--- src/hdl/p6m_map.vh ---
// p6m_map.vh: offsets, field positions, reset values and mode codes
// for the eight-pin port block; included by every p6m design file.
`ifndef P6M_MAP_VH
`define P6M_MAP_VH

// register byte offsets on the wishbone slave
`define P6M_OFS_DIR 8'h00
`define P6M_OFS_DATA 8'h04
`define P6M_OFS_CTRL 8'h08
`define P6M_OFS_STAT 8'h0C

// reset, read and idle values
`define P6M_DIR_RST 8'h80
`define P6M_LATCH_RST 8'h80
`define P6M_CTRL_RST 3'h0
`define P6M_DIR_READ 8'hFF
`define P6M_BIT7_IDLE 1'h1

// control register fields
`define P6M_CTRL_STOP 0
`define P6M_CTRL_BUS_RELEASE_ENABLE 1
`define P6M_CTRL_WAIT_PIN_ENABLE 2
`define P6M_CTRL_W 3

// status register fields
`define P6M_STAT_MODE_LO 0
`define P6M_STAT_MODE_HI 2
`define P6M_STAT_SWSTBY 3
`define P6M_STAT_EXP 4

// pin positions
`define P6M_PIN_CLK 7
`define P6M_PIN_LWR 6
`define P6M_PIN_HWR 5
`define P6M_PIN_READ 4
`define P6M_PIN_AS 3
`define P6M_PIN_BACK 2
`define P6M_PIN_BUS_REQUEST_IN 1
`define P6M_PIN_WAIT 0

// operating modes: 1 to 5 expanded, 0, 6 and 7 single chip
`define P6M_MODE_FIRST_EXP 3'h1
`define P6M_MODE_LAST_EXP 3'h5

`endif

--- src/hdl/p6m_pin_mux.v ---
// p6m_pin_mux: combinational function select for each of the eight pins.
// assumes the caller registers out_o and oe_o before they reach a pad.
`include "p6m_map.vh"

module p6m_pin_mux (
  input wire expanded_i,
  input wire clock_pin_stop_i,
  input wire bus_release_enable_i,
  input wire wait_pin_enable_i,
  input wire clk_image_i,
  input wire low_byte_write_strobe_n_i,
  input wire high_byte_write_strobe_n_i,
  input wire read_strobe_n_i,
  input wire address_strobe_n_i,
  input wire bus_grant_ack_n_i,
  input wire [7:0] pin_direction_i,
  input wire [7:0] pin_output_latch_i,
  output wire [7:0] out_o,
  output wire [7:0] oe_o
);

  wire [7:0] strobe_n;

  // strobes lined up on their pin numbers, so no index goes negative
  assign strobe_n = {1'h1, low_byte_write_strobe_n_i,
                     high_byte_write_strobe_n_i, read_strobe_n_i,
                     address_strobe_n_i, 3'h7};

  genvar gi;
  generate
    for (gi = 0; gi < 8; gi = gi + 1) begin : g_pin
      reg out_b;
      reg oe_b;
      always @* begin
        out_b = pin_output_latch_i[gi];
        oe_b = pin_direction_i[gi];
        if (gi == `P6M_PIN_CLK) begin
          out_b = clk_image_i;
          oe_b = ~clock_pin_stop_i;
        end else if (expanded_i && gi >= `P6M_PIN_AS) begin
          out_b = strobe_n[gi];
          oe_b = 1'h1;
        end else if (expanded_i && bus_release_enable_i &&
                     gi == `P6M_PIN_BACK) begin
          out_b = bus_grant_ack_n_i;
          oe_b = 1'h1;
        end else if (expanded_i && bus_release_enable_i &&
                     gi == `P6M_PIN_BUS_REQUEST_IN) begin
          oe_b = 1'h0;
        end else if (expanded_i && wait_pin_enable_i &&
                     gi == `P6M_PIN_WAIT) begin
          // wait is input; a stray direction bit cannot fight it
          oe_b = 1'h0;
        end
      end
      assign out_o[gi] = out_b;
      assign oe_o[gi] = oe_b;
    end
  endgenerate

endmodule // p6m_pin_mux

--- src/hdl/p6m_port6.v ---
// p6m_port6: eight-pin port with direction register, data latch and
// bus pin sharing, reached over a classic wishbone slave.
// assumes pins, strobes and mode straps are synchronous to clk_i.
//
// Functional notes
// - direction register is write-only; reads give all ones
// - direction register resets to 0x80, also on hardware standby
// - software standby holds direction and latch; outputs keep driving
// - general output pins drive their latch bit
// - bit 7 reads one, or pin 7 when clock stopped; writes ignored
// - bits 6..0 read pin when direction 0, latch when 1
// - data latch resets to 0x80, also on hardware standby
// - pin 7 drives clock when stop bit 0, input when 1
// - pin 0 gpio or wait input; software keeps its direction 0
// - single-chip modes: pins 6..0 gpio under their direction bits
//
// Design decisions made here: register access over Wishbone and the placing of the registers.
`include "p6m_map.vh"

module p6m_port6 (
  input wire clk_i,
  input wire reset_i,
  input wire ce_i,
  input wire [2:0] mode_i,
  input wire hw_standby_i,
  input wire sw_standby_i,
  input wire wb_cyc_i,
  input wire wb_stb_i,
  input wire wb_we_i,
  input wire [7:0] wb_adr_i,
  input wire [3:0] wb_sel_i,
  input wire [31:0] wb_dat_i,
  output wire [31:0] wb_dat_o,
  output wire wb_ack_o,
  input wire low_byte_write_strobe_n_i,
  input wire high_byte_write_strobe_n_i,
  input wire read_strobe_n_i,
  input wire address_strobe_n_i,
  input wire bus_grant_ack_n_i,
  output wire bus_request_in_n_o,
  output wire wait_n_o,
  input wire [7:0] pin_i,
  output wire [7:0] pin_o,
  output wire [7:0] pin_oe_o
);

  reg [7:0] pin_direction_r;
  reg [7:0] pin_direction_nxt;
  reg [7:0] pin_output_latch_r;
  reg [7:0] pin_output_latch_nxt;
  reg [`P6M_CTRL_W-1:0] ctrl_r;
  reg [`P6M_CTRL_W-1:0] ctrl_nxt;
  reg [2:0] mode_r;
  reg clk_image_r;
  reg ack_r;
  reg [31:0] dat_r;
  reg [31:0] dat_nxt;
  reg [7:0] pin_r;
  reg [7:0] pin_oe_r;
  reg bus_request_r;
  reg wait_r;
  reg [7:0] port_read;

  wire init;
  wire access;
  wire wr_lane0;
  wire wr_dir;
  wire wr_data;
  wire wr_ctrl;
  wire hit_dir;
  wire hit_data;
  wire hit_ctrl;
  wire hit_stat;
  wire expanded;
  wire clock_pin_stop;
  wire bus_release_enable;
  wire wait_pin_enable;
  wire [7:0] mux_out;
  wire [7:0] mux_oe;

  // hardware standby clears direction, latch and control bits like reset
  assign init = reset_i | hw_standby_i;
  assign access = wb_cyc_i & wb_stb_i & ~ack_r;
  // a write lands on the edge at which the master sees ack, never
  // earlier, so an abandoned cycle leaves the registers alone
  assign wr_lane0 = wb_cyc_i & wb_stb_i & ack_r & wb_we_i & wb_sel_i[0];

  assign hit_dir = (wb_adr_i == `P6M_OFS_DIR);
  assign hit_data = (wb_adr_i == `P6M_OFS_DATA);
  assign hit_ctrl = (wb_adr_i == `P6M_OFS_CTRL);
  assign hit_stat = (wb_adr_i == `P6M_OFS_STAT);

  assign clock_pin_stop = ctrl_r[`P6M_CTRL_STOP];
  assign bus_release_enable = ctrl_r[`P6M_CTRL_BUS_RELEASE_ENABLE];
  assign wait_pin_enable = ctrl_r[`P6M_CTRL_WAIT_PIN_ENABLE];

  assign wr_dir = wr_lane0 & hit_dir & ~sw_standby_i;
  assign wr_data = wr_lane0 & hit_data & ~sw_standby_i;
  assign wr_ctrl = wr_lane0 & hit_ctrl & ~sw_standby_i;

  assign expanded = (mode_r >= `P6M_MODE_FIRST_EXP) &&
                    (mode_r <= `P6M_MODE_LAST_EXP);

  // mode straps caught while reset is held, steady afterwards
  always @(posedge clk_i) begin
    if (ce_i && reset_i) begin
      mode_r <= mode_i;
    end
  end

  // direction register next value
  always @* begin
    pin_direction_nxt = pin_direction_r;
    if (wr_dir) begin
      pin_direction_nxt = {1'h1, wb_dat_i[6:0]};
    end
  end

  // data latch next value
  always @* begin
    pin_output_latch_nxt = pin_output_latch_r;
    if (wr_data) begin
      pin_output_latch_nxt = {`P6M_BIT7_IDLE, wb_dat_i[6:0]};
    end
  end

  // control bits next value
  always @* begin
    ctrl_nxt = ctrl_r;
    if (wr_ctrl) begin
      ctrl_nxt = wb_dat_i[`P6M_CTRL_W-1:0];
    end
  end

  // direction register; hardware standby clears it like reset
  always @(posedge clk_i) begin
    if (ce_i) begin
      if (init) begin
        pin_direction_r <= `P6M_DIR_RST;
      end else begin
        pin_direction_r <= pin_direction_nxt;
      end
    end
  end

  // data latch; hardware standby clears it like reset
  always @(posedge clk_i) begin
    if (ce_i) begin
      if (init) begin
        pin_output_latch_r <= `P6M_LATCH_RST;
      end else begin
        pin_output_latch_r <= pin_output_latch_nxt;
      end
    end
  end

  // control bits; stopping the clock pin is undone by hardware standby too
  always @(posedge clk_i) begin
    if (ce_i) begin
      if (init) begin
        ctrl_r <= `P6M_CTRL_RST;
      end else begin
        ctrl_r <= ctrl_nxt;
      end
    end
  end

  // port read value as software sees it
  always @* begin
    port_read = 8'h00;
    if (clock_pin_stop) begin
      port_read[7] = pin_i[7];
    end else begin
      port_read[7] = `P6M_BIT7_IDLE;
    end
    port_read[6:0] = (pin_direction_r[6:0] & pin_output_latch_r[6:0]) |
                     (~pin_direction_r[6:0] & pin_i[6:0]);
  end

  // read data decode; unmapped offsets answer with zero
  always @* begin
    dat_nxt = 32'h00000000;
    if (hit_dir) begin
      dat_nxt[7:0] = `P6M_DIR_READ;
    end else if (hit_data) begin
      dat_nxt[7:0] = port_read;
    end else if (hit_ctrl) begin
      dat_nxt[`P6M_CTRL_W-1:0] = ctrl_r;
    end else if (hit_stat) begin
      dat_nxt[`P6M_STAT_MODE_HI:`P6M_STAT_MODE_LO] = mode_r;
      dat_nxt[`P6M_STAT_SWSTBY] = sw_standby_i;
      dat_nxt[`P6M_STAT_EXP] = expanded;
    end
  end

  // one wait state: ack the cycle after the strobe, drop it after
  always @(posedge clk_i) begin
    if (ce_i) begin
      if (reset_i) begin
        ack_r <= 1'h0;
      end else begin
        ack_r <= access;
      end
    end
  end

  // read data caught at the take edge, held until the next read
  always @(posedge clk_i) begin
    if (ce_i) begin
      if (reset_i) begin
        dat_r <= 32'h00000000;
      end else if (access && !wb_we_i) begin
        dat_r <= dat_nxt;
      end
    end
  end

  // free-running clock image: half rate, since a pad output must
  // come from a flip-flop and cannot carry clk_i itself
  always @(posedge clk_i) begin
    if (ce_i) begin
      if (reset_i) begin
        clk_image_r <= 1'h0;
      end else begin
        clk_image_r <= ~clk_image_r;
      end
    end
  end

  p6m_pin_mux u_mux (
    .expanded_i(expanded),
    .clock_pin_stop_i(clock_pin_stop),
    .bus_release_enable_i(bus_release_enable),
    .wait_pin_enable_i(wait_pin_enable),
    .clk_image_i(clk_image_r),
    .low_byte_write_strobe_n_i(low_byte_write_strobe_n_i),
    .high_byte_write_strobe_n_i(high_byte_write_strobe_n_i),
    .read_strobe_n_i(read_strobe_n_i),
    .address_strobe_n_i(address_strobe_n_i),
    .bus_grant_ack_n_i(bus_grant_ack_n_i),
    .pin_direction_i(pin_direction_r),
    .pin_output_latch_i(pin_output_latch_r),
    .out_o(mux_out),
    .oe_o(mux_oe)
  );

  // pad drivers registered; standby changes nothing here on purpose
  always @(posedge clk_i) begin
    if (ce_i) begin
      if (reset_i) begin
        pin_r <= 8'h00;
        pin_oe_r <= 8'h00;
      end else begin
        pin_r <= mux_out;
        pin_oe_r <= mux_oe;
      end
    end
  end

  // bus request from pin 1, idle high when not selected
  always @(posedge clk_i) begin
    if (ce_i) begin
      if (reset_i) begin
        bus_request_r <= 1'h1;
      end else if (expanded && bus_release_enable) begin
        bus_request_r <= pin_i[`P6M_PIN_BUS_REQUEST_IN];
      end else begin
        bus_request_r <= 1'h1;
      end
    end
  end

  // wait from pin 0, idle high so a gpio pin never stalls the bus
  always @(posedge clk_i) begin
    if (ce_i) begin
      if (reset_i) begin
        wait_r <= 1'h1;
      end else if (expanded && wait_pin_enable) begin
        wait_r <= pin_i[`P6M_PIN_WAIT];
      end else begin
        wait_r <= 1'h1;
      end
    end
  end

  assign wb_dat_o = dat_r;
  assign wb_ack_o = ack_r;
  assign pin_o = pin_r;
  assign pin_oe_o = pin_oe_r;
  assign bus_request_in_n_o = bus_request_r;
  assign wait_n_o = wait_r;

endmodule // p6m_port6

--- config.mk ---
export PLATFORM = sky130hd
export DESIGN_NAME = p6m_port6
export DESIGN_NICKNAME = d
export VERILOG_FILES = /design/src/hdl/p6m_pin_mux.v /design/src/hdl/p6m_port6.v
export VERILOG_INCLUDE_DIRS = /design/src /design/src/hdl
export SDC_FILE = /design/constraint.sdc
export NUM_CORES = 1
export LEC_CHECK = 0
export BUFFER_PORTS_ARGS = -buffer_cell sky130_fd_sc_hd__buf_4
export CAP_MARGIN = 20
export CORE_MARGIN = 2
export CORE_UTILIZATION = 49
export DETAILED_ROUTE_END_ITERATION = 7
export GPL_TIMING_DRIVEN = 0
export MAX_ROUTING_LAYER = met4
export PLACE_DENSITY = 0.95
export SYNTH_ARGS = -nofsm -noshare
export SYNTH_HDL_FRONTEND = slang
export SYNTH_HIERARCHICAL = 1
export SYNTH_SLANG_ARGS = --single-unit
export TNS_END_PERCENT = 10
--- constraint.sdc ---
create_clock -name clk_i -period 3.2 [get_ports clk_i]
set_clock_uncertainty 0.05 [all_clocks]
set_input_delay 0.32 -clock clk_i [delete_from_list [all_inputs] [get_ports clk_i]]
set_output_delay 0.32 -clock clk_i [all_outputs]
set_load 0.1 [all_outputs]
### Word-level counts from Yosys, hierarchy flattened

Cells that the tools add are included.

| word-level totals | value |
|---|---|
| memories | 0 |
| output and inout bits | 51 |
| bits in registers | 48 |
| word-level logic and storage cells | 80 |
| bits in read-only memories | 0 |
| latch bits | 0 |
| RAM bits | 0 |
| bits of input ports | 68 |

| operators by class | value |
|---|---|
| div/mod/pow operators | 0 |
| bitwise operators | 22 |
| reduce and logical (&&, ||, !) cells | 19 |
| $add $sub $neg | 0 |
| shift-type cells | 0 |
| order comparisons | 2 |
| equality and inequality tests | 3 |
| $mul | 0 |
| muxes and demuxes | 21 |

Operators by type and width:

| operator | number |
|---|---|
| $eq A8 B4 Y1 const B | 2 |
| $mux W8 | 2 |
| $and A7 B7 Y7 | 2 |
| $mux W7 | 2 |
| $and A1 B1 Y1 | 11 |
| $mux W1 | 11 |
| $mux W5 | 2 |
| $mux W3 | 3 |
| $eq A8 B3 Y1 const B | 1 |
| $logic_not A8 Y1 | 1 |
| $reduce_and A2 Y1 | 4 |
| $reduce_bool A2 Y1 | 4 |
| $reduce_or A2 Y1 | 4 |
| $not A7 Y7 | 1 |
| $or A7 B7 Y7 | 1 |
| $not A1 Y1 | 6 |
| $logic_and A1 B1 Y1 | 5 |
| $ge A3 B1 Y1 const B | 1 |
| $le A3 B3 Y1 const B | 1 |
| $mux W2 | 1 |
| $logic_not A1 Y1 | 1 |
| $or A1 B1 Y1 | 1 |

### Logic depth before layout (Yosys ltp)

| logic depth | value |
|---|---|
| depth after elaboration | 8 |
| gate-level depth with buffers | 7 |
| depth with buffers taken out | 5 |

### Hierarchy

Netlist, hierarchy kept.

By module, submodules not included:

| module | area an instance (um2) | cells each | seq. area each (um2) | instances |
|---|---|---|---|---|
| p6m_port6 | 2170.8 | 151 | 1441.4 | 1 |
| p6m_pin_mux | 254.0 | 31 | 0.0 | 1 |

### Worst setup path before layout

OpenSTA, ideal clock, no wires.

| timing path | value |
|---|---|
| kind | reg2reg |
| start point | reg ack_r, in the netlist wb_ack_o |
| end point | reg pin_direction_r[0], enable pin |
| required time | 2829 ps |
| clock period less this slack | 1985 ps |
| setup slack | 1215 ps |
| arrival | 1614 ps |
| path buffers | 0 |
| stages on the path, launching flop included | 4 |
| setup time | 321 ps |
| cell sequence | edfxtp_1 -> nand3_1 -> nor3_1 -> a21o_1 |

| between the ends | value |
|---|---|
| word-level cells in the longest chain between the ends | 7 |

Ends and longest elaborated chain:

| what | line | source |
|---|---|---|
| start, declared | p6m_port6.v:55 | `reg ack_r;` |
| start signal, assigned | p6m_port6.v:202 | `ack_r <= access;` |
| $and A1 B1 Y1 (3 in a row) | p6m_port6.v:86 | `assign wr_lane0 = wb_cyc_i & wb_stb_i & ack_r & wb_we_i & wb_sel_i[0];` |
| $and A1 B1 Y1 (2 in a row) | p6m_port6.v:97 | `assign wr_dir = wr_lane0 & hit_dir & ~sw_standby_i;` |
| $reduce_bool A2 Y1 (no line) | - |  |
| $reduce_and A2 Y1 (no line) | - |  |
| end signal, assigned | p6m_port6.v:139 | `` pin_direction_r <= `P6M_DIR_RST; `` |
| end signal, assigned | p6m_port6.v:141 | `pin_direction_r <= pin_direction_nxt;` |
| end, declared | p6m_port6.v:47 | `reg [7:0] pin_direction_r;` |

Every way passes these cells.
A chain may end at the register's enable or synchronous reset.

### Final worst setup path

| timing path | value |
|---|---|
| start point | reg mode_r[1] |
| end point | reg pin_r[2], in the netlist pin_o[2], data pin |

| between the ends | value |
|---|---|
| word-level cells in the longest chain between the ends | 4 |
| elaborated cells on any way between the ends | 5 |
| those cells by class | 2 x order compare; 1 x mux; 2 x reduce/logical |

Ends and longest elaborated chain:

| what | line | source |
|---|---|---|
| start, declared | p6m_port6.v:53 | `reg [2:0] mode_r;` |
| start signal, assigned | p6m_port6.v:107 | `mode_r <= mode_i;` |
| $ge A3 B1 Y1 (no line) / $le A3 B3 Y1 (equally long branches) | - |  |
| $logic_and A1 B1 Y1 * | p6m_port6.v:101 | `` assign expanded = (mode_r >= `P6M_MODE_FIRST_EXP) && `` |
| net expanded | p6m_port6.v:74 | `wire expanded;` |
| $logic_and A1 B1 Y1 * | - |  |
| $mux W1 * | p6m_pin_mux.v:43 | `end else if (expanded_i && bus_release_enable_i &&` |
| net u_mux.g_pin[2].out_b | p6m_pin_mux.v:32 | `reg out_b;` |
| end signal, assigned | p6m_port6.v:254 | `pin_r <= mux_out;` |
| end, declared | p6m_port6.v:58 | `reg [7:0] pin_r;` |

Mark *: on every way through the listed nets, which the timed path passes. The rest lies on a longest branch.

==> flow_summary.json <==
{
  "crit_path_start_kind": "flip-flop",
  "drt_wl_total_mm": 4.59,
  "drt_iter0_drc": 78,
  "dieArea_mm2": 0.00552,
  "netlist_instances": 181,
  "setup_viol": 0,
  "cts_sinks": 48,
  "fp-row-count": 25,
  "drc_errors": 0,
  "vias": 1579,
  "p_leak_nw": 1.38,
  "fin_crit_ns": 2.02,
  "gp_congestion": 0.842,
  "period_share_pct": 63.3,
  "drive_above_1_share_pct": 46.9,
  "status": "completed",
  "fin_nets": 344,
  "tightest_slew_ns": 0.530,
  "post_cts_buffers": 0,
  "critical_path_class": "reg2reg",
  "synth_area_per_cell_um2": 13.4,
  "die_w_um": 74.3,
  "slew_headroom_pct": 64.7,
  "min_path_type": "in2reg",
  "syn2layout_area_growth_pct": 30.5,
  "holdBufCountCts": 0,
  "vias_per_cell": 4.59,
  "max_cap_violations": 0,
  "antenna_cells": 0,
  "start_util_pct": 50.9,
  "antenna_found_initial": 0,
  "antenna_left": 0,
  "syn_area_mm2": 0.00242,
  "cp_data_arrival_time_ns": 2.00,
  "cts_root_buffer": "clkbuf_8",
  "setup_tns_ns": 0,
  "core-area_mm2": 0.00475,
  "dr.pass1.iters": 4,
  "die_h_um": 74.3,
  "grt_max_degree": 25,
  "rsz0062_at_grt": "false",
  "ys_warn_count": 6,
  "ctsResizeCount": 0,
  "cts.clk_slew.worst_paths_ns": 0.08,
  "grt_first_pass_wirelength_mm": 6.89,
  "grt-ovfl-total": 0,
  "post-dp-hpwl_mm": 3.58,
  "maxSlewViolCount": 0,
  "first_global_vias": 1511,
  "worst_skew_pair.late_latency_ns": 0.29,
  "critPathCaptureType": "flip-flop",
  "port_buffers": 65,
  "fillCellCount": 378,
  "routedWlPerCell_um": 13.4,
  "max_freq_mhz": 494,
  "tritoncts": "built",
  "powerDensity_mw_per_mm2": 491,
  "htree_levels": 2,
  "numCtsBuffers": 5,
  "io_pins": 119,
  "clockBufferDepth": 2,
  "hold_violations": 0,
  "max-vdd-ir-drop_v": 0.000226,
  "grtUsageTotal_pct": 17.8,
  "crit_required_ns": 3.18,
  "hold_ws_ns": 0.153,
  "crit_fanout": 10
}
-- metrics by stage --
stage,power [mW],area (µm²),std cells,setup WS [ns],util [%]
floorplan,1.14,2510,204,1.21,-
global placement,1.23,3080,336,1.23,64.8
detailed placement,1.24,3080,336,1.17,64.8
CTS,1.56,3160,344,1.18,66.4
global route,1.60,3160,344,1.04,66.4
finish,1.55,3160,344,1.18,66.4
-- flip-flops by register name (all words and copies together) (netlist names) --
signal              cells
clk_image_r             1
pin_direction_r         7
mode_r                  3
pin_oe_o                8
wait_n_o                1
pin_o                   8
bus_request_in_n_o      1
wb_ack_o                1
pin_output_latch_r      7
wb_dat_o                8
ctrl_r                  3
-- layout make-up --
type,count,area (µm²),area share [%]
Clock inverter,1,3.75,0.119
Inverter,2,7.51,0.238
Clock buffer,7,76.3,2.42
Timing Repair Buffer,65,488,15.4
Sequential cell,48,1440,45.6
Tap cell,67,83.8,2.65
Buffer,45,327,10.3
Multi-Input combinational cell,109,732,23.2
-- metal layers --
| metal | vias to the layer above | GRT usage, % | routed length [µm] |
|---|---|---|---|
| met5 | - | - | 0 |
| met4 | 0 | 6.75 | 90 |
| met3 | 8 | 3.12 | 280 |
| met2 | 74 | 32.4 | 2480 |
| met1 | 716 | 19.2 | 1740 |
| li1 | 781 | - | - |
-- cell usage in the layout, fill, tap and decap left out, types with 2 or more instances in the layout --
cell / instances
clkbuf_1: 6
nor2_1: 3
nor4_1: 2
or4_4: 2
nor2b_1: 18
buf_4: 105
or2_2: 4
a221oi_2: 4
a21oi_1: 4
mux2_2: 4
clkbuf_8: 5
and2_1: 8
nand2_1: 3
nand3b_1: 2
a21o_1: 2
inv_1: 2
edfxtp_1: 48
a31o_2: 2
nor3_1: 5
conb_1: 24
mux2i_1: 10
-- power breakdown --
part | leakage, nW | switching [mW] | total [mW] | internal (mW)
logic | 0.879 | 0.331 | 0.465 | 0.134
clock network | 0.0399 | 0.178 | 0.330 | 0.152
registers | 0.464 | 0.0201 | 0.758 | 0.738
-- final timing paths --
| path | startpoint | endpoint | slack (ns) | depth (start not counted) |
|---|---|---|---|---|
| max | mode_r[1] | pin_o[2] | 1.18 | 7 |
| min reg2reg | clk_image_r | clk_image_r | 0.51 | 1 |
| max reg2reg | mode_r[1] | pin_o[2] | 1.18 | 7 |
| min | mode_i[2] | mode_r[2] | 0.15 | 1 |
-- critical path, cell delays in order (launching register included) --
cell and delay [ns]:
edfxtp_1 0.47, nor3_1 0.36, a21oi_1 0.11, buf_6 0.17, nand2_4 0.06, mux2_4 0.29
buf_4 0.13, nor2b_1 0.12
(Power assumes the default switching activity.)
